## src/pkg/ea_pkg.sv

```systemverilog
package ea_pkg;

    // Data path widths
    localparam int DATA_W  = 16;
    localparam int FADDR_W = 13;
    localparam int IDX_W   = 4;
    localparam int PCHI_W  = 7;
    localparam int SLB_W   = 8;
    localparam int MOD_W   = 5;
    localparam int LIT5_W  = 5;
    localparam int LIT10_W = 10;

    // Stack constants
    localparam logic [15:0] STACK_FLOOR = 16'h0800;
    localparam logic [15:0] SP_RESET    = 16'h0800;
    localparam logic [15:0] WORD_STEP   = 16'h0002;
    localparam logic [3:0]  SP_IDX      = 4'hf;
    localparam logic [3:0]  WREG0_IDX   = 4'h0;

    // Secure RAM windows, inclusive bounds
    localparam logic [15:0] BOOT_RAM_LO = 16'h0800;
    localparam logic [15:0] BOOT_RAM_HI = 16'h087f;
    localparam logic [15:0] SEC_RAM_LO  = 16'h0880;
    localparam logic [15:0] SEC_RAM_HI  = 16'h08ff;

    typedef enum logic [2:0] {
        MODE_FILE,
        MODE_DIRECT,
        MODE_IND,
        MODE_POST,
        MODE_PRE,
        MODE_INDEXED,
        MODE_LITOFF
    } addr_mode_t;

    typedef enum logic [2:0] {
        STK_NONE,
        STK_PUSH_DATA,
        STK_PUSH_CALL,
        STK_PUSH_EXC,
        STK_POP
    } stack_op_t;

    typedef enum logic [1:0] {
        SEG_GENERAL,
        SEG_BOOT,
        SEG_SECURE
    } exec_seg_t;

    typedef enum logic [1:0] {
        OP2_DEFAULT_WORKING_REG,
        OP2_MEM,
        OP2_LIT
    } op2_src_t;

endpackage

```

## src/pkg/guard_if.sv

```systemverilog
`timescale 1ns/100ps
interface guard_if;
    logic [15:0] ea;
    logic [15:0] limit;
    logic        check;
    logic        over;
    logic        under;

    modport owner (
        output ea,
        output limit,
        output check,
        input  over,
        input  under
    );

    modport guard (
        input  ea,
        input  limit,
        input  check,
        output over,
        output under
    );
endinterface

```

## src/rtl/stack_guard.sv

```systemverilog
`timescale 1ns/100ps
module stack_guard (
    // Comparison channel
    guard_if.guard g
);

    // Equal to the limit is still legal, only beyond it traps
    assign g.over  = g.check && (g.ea > g.limit);
    // Floor keeps the stack out of the register space
    assign g.under = g.check && (g.ea < ea_pkg::STACK_FLOOR);

endmodule

```

## src/rtl/stack_limit_and_ea_generation.sv

```systemverilog
`timescale 1ns/100ps
// Behaviour
// A working register serves as stack pointer, pointing at first free word, growing up.
// Push writes at the pointer then increments; pop decrements first then reads.
// Call pushes program counter upper byte with its top bit cleared.
// Exception push places status low byte beside the program counter upper byte.
// Stack limit register is never initialised by reset.
// Bit 0 of stack limit and stack pointer always reads zero.
// Every stack pointer based address is compared against the stack limit.
// Push at pointer equal to limit is fine; the next push traps.
// Stack pointer address below 0x0800 raises the stack error trap.
// Software avoids stack indirect read right after writing the stack limit.
// Boot secure RAM is reachable only from boot flash code when enabled.
// Secure segment RAM is reachable only from secure flash code when enabled.
// File register instructions use a 13-bit direct address, first 8192 bytes.
// File register instructions default to working register zero for results.
// Operand one comes direct from base register; operand two from register, memory, literal.
// Register indirect uses the pointer unmodified as the address.
// Post-modified uses the pointer, then writes back pointer plus constant.
// Pre-modified adds a signed constant first, uses and keeps the result.
// Indexed address is pointer plus base register.
// Literal offset address is pointer plus instruction literal.
// General literals come in 5-bit and 10-bit widths by format.
// Stack error trap is a one-cycle request alongside the compared address.
module stack_limit_and_ea_generation (
    // Clock and reset
    input  wire logic                   mclk_i,
    input  wire logic                   reset_i,
    // Addressing request
    input  wire logic                   req_valid_i,
    input  wire ea_pkg::addr_mode_t     mode_i,
    input  wire logic [3:0]             ptr_idx_i,
    input  wire logic [15:0]            ptr_val_i,
    input  wire logic [15:0]            base_val_i,
    input  wire logic [4:0]             mod_const_i,
    input  wire logic [15:0]            lit_offset_i,
    input  wire logic [12:0]            file_addr_i,
    input  wire logic                   is_write_i,
    input  wire logic [15:0]            wdata_i,
    // Result destination
    input  wire logic                   dst_default_working_reg_i,
    input  wire logic [3:0]             dst_idx_i,
    // Second operand
    input  wire ea_pkg::op2_src_t       op2_src_i,
    input  wire logic [15:0]            op2_reg_i,
    input  wire logic [15:0]            op2_mem_i,
    input  wire logic                   lit_long_i,
    input  wire logic [9:0]             lit_i,
    // Stack operations
    input  wire ea_pkg::stack_op_t      stack_op_i,
    input  wire logic [6:0]             pc_hi_i,
    input  wire logic [7:0]             status_low_byte_i,
    // Direct register writes
    input  wire logic                   sp_wr_i,
    input  wire logic [15:0]            sp_wdata_i,
    input  wire logic                   limit_wr_i,
    input  wire logic [15:0]            limit_wdata_i,
    // Code segment security
    input  wire ea_pkg::exec_seg_t      exec_seg_i,
    input  wire logic                   boot_ram_en_i,
    input  wire logic                   secure_ram_en_i,
    // Memory port
    output logic                        mem_req_o,
    output logic                        mem_we_o,
    output logic [15:0]                 ea_o,
    output logic [15:0]                 mem_wdata_o,
    // Pointer write back
    output logic                        wb_valid_o,
    output logic [3:0]                  wb_idx_o,
    output logic [15:0]                 wb_data_o,
    // Operands and destination
    output logic [15:0]                 op1_o,
    output logic [15:0]                 op2_o,
    output logic [3:0]                  dst_idx_o,
    output logic                        dst_is_default_working_reg_o,
    // Status
    output logic                        stack_trap_o,
    output logic                        secure_block_o,
    output logic [15:0]                 sp_o
);

    // State
    logic [15:0] sp_ff;
    logic [15:0] limit_ff;
    logic [15:0] nxt_sp;

    // Registered outputs
    logic        mem_req_ff;
    logic        mem_we_ff;
    logic [15:0] ea_ff;
    logic [15:0] mem_wdata_ff;
    logic        wb_valid_ff;
    logic [3:0]  wb_idx_ff;
    logic [15:0] wb_data_ff;
    logic [15:0] op1_ff;
    logic [15:0] op2_ff;
    logic [3:0]  dst_idx_ff;
    logic        dst_is_default_working_reg_ff;
    logic        trap_ff;
    logic        block_ff;

    // Decode wires
    wire         is_stack;
    wire         is_push;
    wire         is_pop;
    wire         req_live;
    wire         ptr_is_sp;
    wire         mode_mem;
    wire         mode_indirect;
    wire         mem_access;
    wire [15:0]  ptr_eff;
    wire [15:0]  mod_ext;
    wire [15:0]  ptr_mod;
    wire [15:0]  sp_up;
    wire [15:0]  sp_dn;
    wire [15:0]  mode_ea;
    wire [15:0]  ea_calc;
    wire [15:0]  push_word;
    wire         sp_based;
    wire         trap;
    wire         in_boot_ram;
    wire         in_sec_ram;
    wire         boot_deny;
    wire         sec_deny;
    wire         blocked;
    wire         go;
    wire         wb_needed;
    wire [3:0]   wb_idx;
    wire [15:0]  wb_data;
    wire         wb_fire;
    wire [15:0]  lit_ext;
    wire [15:0]  op2_sel;

    guard_if g ();

    // Limit and floor comparison
    stack_guard u_stack_guard (
        .g (g.guard)
    );

    // Request classification; a stack op overrides the mode field
    assign is_stack  = (stack_op_i != ea_pkg::STK_NONE);
    assign is_pop    = (stack_op_i == ea_pkg::STK_POP);
    assign is_push   = is_stack && !is_pop;
    assign req_live  = req_valid_i || is_stack;
    assign ptr_is_sp = (ptr_idx_i == ea_pkg::SP_IDX);

    assign mode_indirect = (mode_i == ea_pkg::MODE_IND)
                        || (mode_i == ea_pkg::MODE_POST)
                        || (mode_i == ea_pkg::MODE_PRE)
                        || (mode_i == ea_pkg::MODE_INDEXED)
                        || (mode_i == ea_pkg::MODE_LITOFF);
    assign mode_mem   = mode_indirect || (mode_i == ea_pkg::MODE_FILE);
    assign mem_access = is_stack || (req_valid_i && mode_mem);

    // Pointer source; the stack pointer lives here, not in the file
    assign ptr_eff = ptr_is_sp ? sp_ff : ptr_val_i;
    assign mod_ext = {{(ea_pkg::DATA_W - ea_pkg::MOD_W){mod_const_i[4]}}, mod_const_i};
    assign ptr_mod = ptr_eff + mod_ext;
    assign sp_up   = sp_ff + ea_pkg::WORD_STEP;
    assign sp_dn   = sp_ff - ea_pkg::WORD_STEP;

    // Effective address per mode
    assign mode_ea =
        (mode_i == ea_pkg::MODE_FILE)    ? {3'h0, file_addr_i} :
        (mode_i == ea_pkg::MODE_IND)     ? ptr_eff :
        (mode_i == ea_pkg::MODE_POST)    ? ptr_eff :
        (mode_i == ea_pkg::MODE_PRE)     ? ptr_mod :
        (mode_i == ea_pkg::MODE_INDEXED) ? ptr_eff + base_val_i :
        (mode_i == ea_pkg::MODE_LITOFF)  ? ptr_eff + lit_offset_i :
                                           16'h0000;

    // Push uses the pointer as is, pop uses it already decremented
    assign ea_calc = is_pop   ? sp_dn :
                     is_stack ? sp_ff : mode_ea;

    // Program counter upper word for call and exception pushes
    assign push_word =
        (stack_op_i == ea_pkg::STK_PUSH_CALL) ? {8'h00, 1'b0, pc_hi_i} :
        (stack_op_i == ea_pkg::STK_PUSH_EXC)  ? {status_low_byte_i, 1'b0, pc_hi_i} :
                                                wdata_i;

    // Any address built from the stack pointer is checked
    assign sp_based = is_stack || (req_valid_i && mode_indirect && ptr_is_sp);
    assign g.ea     = ea_calc;
    assign g.limit  = limit_ff;
    assign g.check  = sp_based;
    assign trap     = g.over || g.under;

    // Secure RAM windows gated by the executing segment
    assign in_boot_ram = (ea_calc >= ea_pkg::BOOT_RAM_LO) && (ea_calc <= ea_pkg::BOOT_RAM_HI);
    assign in_sec_ram  = (ea_calc >= ea_pkg::SEC_RAM_LO) && (ea_calc <= ea_pkg::SEC_RAM_HI);
    assign boot_deny   = boot_ram_en_i && in_boot_ram
                      && (exec_seg_i != ea_pkg::SEG_BOOT);
    assign sec_deny    = secure_ram_en_i && in_sec_ram
                      && (exec_seg_i != ea_pkg::SEG_SECURE);
    assign blocked     = mem_access && (boot_deny || sec_deny);

    // A trapped or blocked access neither reaches memory nor moves a pointer
    assign go = mem_access && !trap && !blocked;

    // Pointer write back for modifying modes and stack ops
    assign wb_needed = is_stack
                    || (req_valid_i && ((mode_i == ea_pkg::MODE_POST)
                                     || (mode_i == ea_pkg::MODE_PRE)));
    assign wb_idx  = is_stack ? ea_pkg::SP_IDX : ptr_idx_i;
    assign wb_data = is_push ? sp_up :
                     is_pop  ? sp_dn : ptr_mod;
    assign wb_fire = wb_needed && go;

    // Next stack pointer; own update wins over a decoder write
    assign nxt_sp = (wb_fire && (wb_idx == ea_pkg::SP_IDX))
                  ? {wb_data[15:1], 1'b0}
                  : sp_wr_i ? {sp_wdata_i[15:1], 1'b0} : sp_ff;

    // Literal widths follow the instruction format
    assign lit_ext = lit_long_i
                   ? {6'h00, lit_i}
                   : {11'h000, lit_i[ea_pkg::LIT5_W-1:0]};
    assign op2_sel = (op2_src_i == ea_pkg::OP2_MEM) ? op2_mem_i :
                     (op2_src_i == ea_pkg::OP2_LIT) ? lit_ext : op2_reg_i;

    // Stack pointer register
    always_ff @(posedge mclk_i) begin
        if (reset_i) begin
            sp_ff <= ea_pkg::SP_RESET;
        end else begin
            sp_ff <= nxt_sp;
        end
    end

    // Limit deliberately has no reset term; contents undefined until written
    always_ff @(posedge mclk_i) begin
        if (limit_wr_i) begin
            limit_ff <= {limit_wdata_i[15:1], 1'b0};
        end
    end

    // Memory port stage
    always_ff @(posedge mclk_i) begin
        if (reset_i) begin
            mem_req_ff   <= 1'b0;
            mem_we_ff    <= 1'b0;
            ea_ff        <= 16'h0000;
            mem_wdata_ff <= 16'h0000;
        end else begin
            mem_req_ff   <= go;
            mem_we_ff    <= go && (is_push || (!is_stack && is_write_i));
            ea_ff        <= ea_calc;
            mem_wdata_ff <= push_word;
        end
    end

    // Write back stage
    always_ff @(posedge mclk_i) begin
        if (reset_i) begin
            wb_valid_ff <= 1'b0;
            wb_idx_ff   <= 4'h0;
            wb_data_ff  <= 16'h0000;
        end else begin
            wb_valid_ff <= wb_fire;
            wb_idx_ff   <= wb_idx;
            wb_data_ff  <= wb_data;
        end
    end

    // Operand and destination stage
    always_ff @(posedge mclk_i) begin
        if (reset_i) begin
            op1_ff         <= 16'h0000;
            op2_ff         <= 16'h0000;
            dst_idx_ff     <= 4'h0;
            dst_is_default_working_reg_ff <= 1'b0;
        end else begin
            op1_ff         <= base_val_i;
            op2_ff         <= op2_sel;
            dst_idx_ff     <= (mode_i == ea_pkg::MODE_FILE)
                              ? ea_pkg::WREG0_IDX : dst_idx_i;
            dst_is_default_working_reg_ff <= req_valid_i && (mode_i == ea_pkg::MODE_FILE) && dst_default_working_reg_i;
        end
    end

    // Trap and block pulses, level only for the cycle of the address
    always_ff @(posedge mclk_i) begin
        if (reset_i) begin
            trap_ff  <= 1'b0;
            block_ff <= 1'b0;
        end else begin
            trap_ff  <= req_live && trap;
            block_ff <= blocked && !trap;
        end
    end

    // Outputs straight from flops
    assign mem_req_o      = mem_req_ff;
    assign mem_we_o       = mem_we_ff;
    assign ea_o           = ea_ff;
    assign mem_wdata_o    = mem_wdata_ff;
    assign wb_valid_o     = wb_valid_ff;
    assign wb_idx_o       = wb_idx_ff;
    assign wb_data_o      = wb_data_ff;
    assign op1_o          = op1_ff;
    assign op2_o          = op2_ff;
    assign dst_idx_o      = dst_idx_ff;
    assign dst_is_default_working_reg_o  = dst_is_default_working_reg_ff;
    assign stack_trap_o   = trap_ff;
    assign secure_block_o = block_ff;
    assign sp_o           = sp_ff;

endmodule

```

## config.mk

```make
export PLATFORM = sky130hd
export DESIGN_NAME = stack_limit_and_ea_generation
export DESIGN_NICKNAME = d
export VERILOG_FILES = /design/src/pkg/ea_pkg.sv /design/src/pkg/guard_if.sv /design/src/rtl/stack_guard.sv /design/src/rtl/stack_limit_and_ea_generation.sv
export SDC_FILE = /design/constraint.sdc
export NUM_CORES = 1
export LEC_CHECK = 0
export BUFFER_PORTS_ARGS = -buffer_cell sky130_fd_sc_hd__clkbuf_2
export CORE_UTILIZATION = 40
export CTS_CLUSTER_SIZE = 14
export DETAILED_ROUTE_END_ITERATION = 8
export PLACE_DENSITY_LB_ADDON = 0.15
export REMOVE_ABC_BUFFERS = 1
export SKIP_LAST_GASP = 1
export SLEW_MARGIN = 0
export SYNTH_ARGS = -nofsm -noshare
export SYNTH_HDL_FRONTEND = slang
export SYNTH_SLANG_ARGS = --single-unit
```

## constraint.sdc

```tcl
create_clock -name mclk_i -period 7.3 [get_ports mclk_i]
set_input_delay 1.095 -clock mclk_i [delete_from_list [all_inputs] [get_ports mclk_i]]
set_output_delay 1.095 -clock mclk_i [all_outputs]
set_load 0.01 [all_outputs]
```

Word-level counts from Yosys, hierarchy flattened
Index checks and enable logic that the tools add are counted.
- muxes and demuxes: 19
- $lt $le $gt $ge: 6
- reductions and logical operators: 47
- $add $sub $neg: 5
- eq/ne operators: 14
- operators with widths (cell ; count):
    $mux 16 ; 16
    $add 16x16->16 ; 3
    $ge 16x12->1 const B ; 2
    $le 16x12->1 const B ; 2
    $logic_and 1x1->1 ; 24
    $add 16x2->16 const B ; 1
    $gt 16x16->1 ; 1
    $lt 16x12->1 const B ; 1
    $sub 16x2->16 const B ; 1
    $logic_or 1x1->1 ; 13
    $eq 3x2->1 const B ; 4
    $eq 3x3->1 const B ; 4
    $mux 10 ; 1
    $eq 4x4->1 const B ; 2
    $mux 7 ; 1
    $logic_not 1->1 ; 4
    $mux 4 ; 1
    $reduce_or 2->1 ; 2
    $logic_not 3->1 ; 1
    $reduce_bool 3->1 ; 1
    $reduce_or 3->1 ; 1
    $eq 2x1->1 const B ; 1
    $eq 2x2->1 const B ; 1
    $ne 2x1->1 const B ; 1
    other kinds (2) ; 2
- word-level logic and storage cells: 108
- bits in registers: 124
- output and inout port bits: 110
- input port bits: 199

Depth between registers and ports, before layout
- word-level depth: 22
- depth in mapped cells: 28
- depth with buffers taken out: 25

By module
From an unflattened synthesis, not the netlist that was laid out.
- cells, all modules: 1139
- area total of the unflattened synthesis: 9287.7 µm²
- modules (own cells, without submodules) (module ; cells an instance ; area an instance (µm²) ; times used ; seq. area each (µm²)):
    stack_limit_and_ea_generation ; 1080 ; 8874.8 ; 1 ; 2632.5
    stack_guard ; 59 ; 412.9 ; 1 ; 0.0

Worst setup path after synthesis
No wires, ideal clock.
- kind: input to register
- from: in ptr_idx_i[3]
- to: reg sp_ff[10] (netlist: sp_o[10])
- stages: 24
- data arrival time: 6486 ps
- library setup time: 121 ps
- path buffers: 3
- path slack: 693 ps
- required time: 7179 ps
- cell sequence: nand4_1 -> clkbuf_1 -> clkbuf_1 -> mux2_2 -> ha_1 -> a21o_1 -> or3_1 -> or2_1 -> mux2_2 -> o311ai_0 -> a221oi_1 -> o21ai_0 -> ha_1 -> a21oi_1 -> nor2b_1 -> o21ai_0 -> nand2b_1 -> a221oi_1 -> a21oi_1 -> a211oi_1 -> o32ai_2 -> nor3_2 -> buf_6 -> mux2_4
- longest elaborated chain between the ends: 22
- elaborated cells between the ends (all ways): 44
- classes of those cells: add/sub: 3; order compare: 6; eq/ne: 2; mux: 13; reduce/logical: 20
- ends and longest elaborated chain (what ; RTL line ; source):
    start: declaration ; stack_limit_and_ea_generation.sv:32 ; input wire logic [3:0] ptr_idx_i,
    $eq 4x4->1 (*) ; stack_limit_and_ea_generation.sv:146 ; assign ptr_is_sp = (ptr_idx_i == ea_pkg::SP_IDX);
    $mux 16 (*) ; stack_limit_and_ea_generation.sv:157 ; assign ptr_eff = ptr_is_sp ? sp_ff : ptr_val_i;
    $add 16x16->16 ; stack_limit_and_ea_generation.sv:170 ; (mode_i == ea_pkg::MODE_LITOFF) ? ptr_eff + lit_offset_i :
    $mux 16 ; stack_limit_and_ea_generation.sv:170 ;
    $mux 16 ; stack_limit_and_ea_generation.sv:169 ; (mode_i == ea_pkg::MODE_INDEXED) ? ptr_eff + base_val_i :
    $mux 16 ; stack_limit_and_ea_generation.sv:168 ; (mode_i == ea_pkg::MODE_PRE) ? ptr_mod :
    $mux 16 ; stack_limit_and_ea_generation.sv:167 ; (mode_i == ea_pkg::MODE_POST) ? ptr_eff :
    $mux 16 (*) ; stack_limit_and_ea_generation.sv:166 ; (mode_i == ea_pkg::MODE_IND) ? ptr_eff :
    [3 not listed] ; -- ;
    via ea_calc[10] ; stack_limit_and_ea_generation.sv:117 ; wire [15:0] ea_calc;
    [3 not listed] ; -- ;
    $logic_and 1x1->1 (on tied branches) ; stack_limit_and_ea_generation.sv:194, stack_limit_and_ea_generation.sv:196 ;
    $logic_or 1x1->1 ; stack_limit_and_ea_generation.sv:197 ; assign blocked = mem_access && (boot_deny || sec_deny);
    $logic_and 1x1->1 ; stack_limit_and_ea_generation.sv:197 ;
    $logic_not 1->1 ; stack_limit_and_ea_generation.sv:200 ; assign go = mem_access && !trap && !blocked;
    $logic_and 1x1->1 (*) ; stack_limit_and_ea_generation.sv:200 ;
    $logic_and 1x1->1 (*) ; stack_limit_and_ea_generation.sv:209 ; assign wb_fire = wb_needed && go;
    $logic_and 1x1->1 (*) ; stack_limit_and_ea_generation.sv:212 ; assign nxt_sp = (wb_fire && (wb_idx == ea_pkg::SP_IDX))
    $mux 16 / $reduce_bool 2->1 (equally long branches) ; -- ;
    end signal: assignment ; stack_limit_and_ea_generation.sv:226 ; sp_ff <= ea_pkg::SP_RESET;
    end signal: assignment ; stack_limit_and_ea_generation.sv:228 ; sp_ff <= nxt_sp;
    end: declaration ; stack_limit_and_ea_generation.sv:83 ; logic [15:0] sp_ff;
The timed path passes the listed nets; every way through them passes the cells marked *.
A chain may end at the register's enable or synchronous reset.

Final worst setup path
- from: in ptr_idx_i[3]
- to: reg sp_ff[1] (netlist: sp_o[1])
Same word-level chain as after synthesis.

==> impl_metrics.tcl <==
set metrics [dict create \
    outcome "finished clean" \
    ctsResizeCount 0 \
    dp_slack_ns 0.4679 \
    pin_count 309 \
    hold_depth 2 \
    rr_startpoint "sp_o[1]$_SDFFE_PP0P_" \
    antenna_found_initial 2 \
    yosysSeqAreaShare_pct 29.34 \
    r2r_setup_slack_ns 1.28 \
    hold_class "reg -> reg" \
    finalHoldViolCount 0 \
    p_leak_nw 5.265 \
    track_usage_pct 26.41 \
    ctsHoldBuffers 0 \
    core_sq_mm 0.02189 \
    initial_core_util_pct 40.99 \
    finalSetupViolCount 0 \
    rows 54 \
    crit_start "ptr_idx_i[3]" \
    first_global_vias 8357 \
    cts_root_buf "clkbuf_16" \
    finalCriticalPeriod_ns 6.461 \
    ctsHtreeMaxLevel 4 \
    worstReg2RegEnd "sp_o[1]$_SDFFE_PP0P_" \
    finalWeightedCongestion 0.9185 \
    synth_cells 1098 \
    synth_async_sr_flop_share_pct 0 \
    synthDominantCellAreaShare_pct 24.32 \
    syn_area_sq_mm 0.008972 \
    final_max_slew_viol_count 0 \
    maxCapViolCount 0 \
    worst_pin_slew_ns 1.113 \
    cts_buffers 17 \
    yosys.area.top_type "dfxtp_1" \
    dieHeight_um 151.8 \
    routedWlPerCell_um 18.55 \
    clock_path_buffers 2 \
    grt_overflow 0 \
    ant_nets 0 \
    synth_seq_cells 124 \
    setup_tns_ns 0 \
    ys.flop_type "dfxtp_1" \
    worstRegToRegCells 23 \
    clkTransAtPathRegs_ns 0.06 \
    clock-sinks 124 \
    grt_first_pass_wirelength_um 45730 \
    nNetsFinal 1645 \
    peakVddDrop_mv 0.1540 \
    drtIter0Drc 710 \
    fmax_mhz 154.8 \
    routed_wl_um 31050 \
    drive_gt1_share_pct 29.38 \
    setup_ws_ns 0.8392 \
    critPathLaunchType "input pin" \
    slew_headroom_pct 25.65 \
    required_ns 7.62 \
    vias 9363 \
    syn_area_per_cell_sq_um 8.172 \
    critPathMaxFanout 17 \
    rsz0062_at_grt "no" \
    critical_path_class "in -> reg" \
    cts_tree "built" \
    routed_via_density 5.593 \
    synthTopCellsByArea "dfxtp_1 (24%), ha_1 (8.9%), edfxtp_1 (5.0%)" \
    numPortBuffers 305 \
    dr.pass1.iters 5 \
    die_w_um 151.8 \
    yosysUniqueCellTypes 77 \
    drcViolationCount 0 \
    synth_edf_count 15 \
    worstSkewPairLatency_ns 0.44 \
    hold_end "wb_data_o[15]$_SDFF_PP0_" \
    worstPathArrival_ns 6.78 \
    power_density_mw_per_mm2 260.8 \
    hpwl_um 23920 \
    finalClockSkew_ns 0.01417 \
    synth_warnings 0 \
    area_growth_pct 26.43 \
    post-cts-setup-buffer-count 0 \
    finalCritPeriodShare_pct 88.50 \
    hold_path_startpoint "sp_o[15]$_SDFFE_PP0P_" \
    die-area_sq_mm 0.02303 \
    critPathCaptureType "register" \
    grt_max_degree 61 \
]
sequential cells by signal (all words and copies together) (netlist names):
register / count
sp_o: 15
wb_idx_o: 4
stack_trap_o: 1
dst_idx_o: 4
op2_o: 16
wb_data_o: 16
mem_we_o: 1
mem_wdata_o: 16
mem_req_o: 1
g.limit: 15
dst_is_default_working_reg_o: 1
secure_block_o: 1
op1_o: 16
wb_valid_o: 1
ea_o: 16
layout make-up:
class,count,area (sq um)
multi-input cells,862,5902
clock buffers,17,425.4
fillers,2170,10550
well taps,280,350.3
repair buffers,328,1702
inverters,46,172.7
diodes,2,5.005
clock inverters,15,153.9
flip-flops and latches,124,2633
synth_stat cells, types with 8 or more instances:
| cell | count |
|---|---|
| a211oi_1 | 32 |
| a21o_1 | 13 |
| a21oi_1 | 79 |
| a221o_1 | 8 |
| a221oi_1 | 14 |
| a22oi_1 | 11 |
| a31oi_1 | 15 |
| and2_1 | 10 |
| clkbuf_1 | 52 |
| dfxtp_1 | 109 |
| edfxtp_1 | 15 |
| ha_1 | 64 |
| inv_1 | 46 |
| mux2_2 | 23 |
| mux2_4 | 9 |
| mux2i_1 | 34 |
| nand2_1 | 85 |
| nand2b_1 | 13 |
| nand3_1 | 30 |
| nor2_1 | 110 |
| nor2b_1 | 49 |
| nor3_1 | 22 |
| o211ai_1 | 9 |
| o21a_1 | 14 |
| o21ai_0 | 64 |
| o22ai_1 | 11 |
| or3_1 | 11 |
| xnor2_1 | 17 |
| xor2_1 | 18 |
per-stage QoR:
stage                     utilization [%]  total power (W)  std cells  area, sq um  hold slack [ns]
after floorplan                         -         0.001639       1032         8707           0.5945
after global placement              49.15         0.002087       1640        10760           0.6412
after detailed placement            49.15         0.002097       1640        10760           0.6424
after CTS                           51.79         0.002964       1672        11340           0.6609
after global routing                51.81         0.003140       1673        11340           0.7029
final                               51.82         0.002958       1674        11340           0.6804
report_power, final:
part | leakage (nW) | internal, W | total, W | switching, W
Clock | 0.277 | 0.000482 | 0.000857 | 0.000374
Combinational | 3.94 | 0.000504 | 0.00119 | 0.000688
Sequential | 1.05 | 0.000794 | 0.000909 | 0.000115
layer usage:
layer  track usage [%]  wire [um]  share of wire, %  vias to the layer above
li1                  -          -                 -                     4593
met1             35.50      13900                45                     4277
met2             41.27      13880                45                      432
met3             5.060       2348               7.6                       61
met4             10.59        932               3.0                        0
met5                 0          0                 0                        -
cells in the final DEF, fill, tap and decap left out, types with 10 or more instances in the layout:
master	n
dfxtp_1	109
o21ai_0	64
a21o_1	13
nor2_1	110
ha_1	64
xor2_1	18
a22oi_1	11
inv_1	46
mux2i_1	34
or3_1	11
a211oi_1	32
nor2b_1	49
and2_1	10
clkbuf_2	304
o21a_1	14
xnor2_1	17
a31oi_1	15
nand2_1	85
edfxtp_1	15
buf_4	24
o22ai_1	11
nor3_1	22
nand2b_1	13
a221oi_1	14
mux2_2	23
clkbuf_16	17
a21oi_1	79
nand3_1	30
worst max-delay path, stage by stage:
cell      delay (ns)
clkbuf_2        0.09
nand4_1         0.17
buf_4           0.27
mux2_2          0.43
ha_1            0.37
a21o_1          0.20
or3_1           0.33
or2_1           0.27
mux2_2          0.28
o311ai_0        0.15
a221oi_1        0.10
o21ai_0         0.47
ha_1            0.35
a21oi_1         0.14
nor2b_1         0.06
o21ai_0         0.16
nand2b_1        0.08
a221oi_1        0.30
a21oi_1         0.11
a211oi_1        0.30
o32ai_2         0.17
nor3_2          0.19
buf_4           0.31
mux2_2          0.37
worst max path at each step:
stage                             to
2_1_floorplan  sp_o[14]$_SDFFE_PP0P_
3_3_place_gp    sp_o[3]$_SDFFE_PP0P_
3_5_place_dp    sp_o[1]$_SDFFE_PP0P_
4_1_cts         sp_o[1]$_SDFFE_PP0P_
5_1_grt         sp_o[1]$_SDFFE_PP0P_
6_report        sp_o[1]$_SDFFE_PP0P_
cells by family (layout without fill, tap and decap cells):
| group | after synthesis | count (layout) | share of synthesized area (%) |
|---|---|---|---|
| AND/OR/NAND/NOR | 367 | 367 | 19.84 |
| XOR/XNOR | 35 | 35 | 3.416 |
| multiplexers | 66 | 66 | 8.186 |
| buffers and inverters | 112 | 406 | 4.881 |
| adder cells (fa/ha/maj) | 67 | 67 | 9.594 |
| flip-flops | 124 | 124 | 29.34 |
| other | 1 | 3 | 0.04180 |
| AO/OA/AOI/OAI | 326 | 326 | 24.70 |
Power figures use the tool's default switching activity.
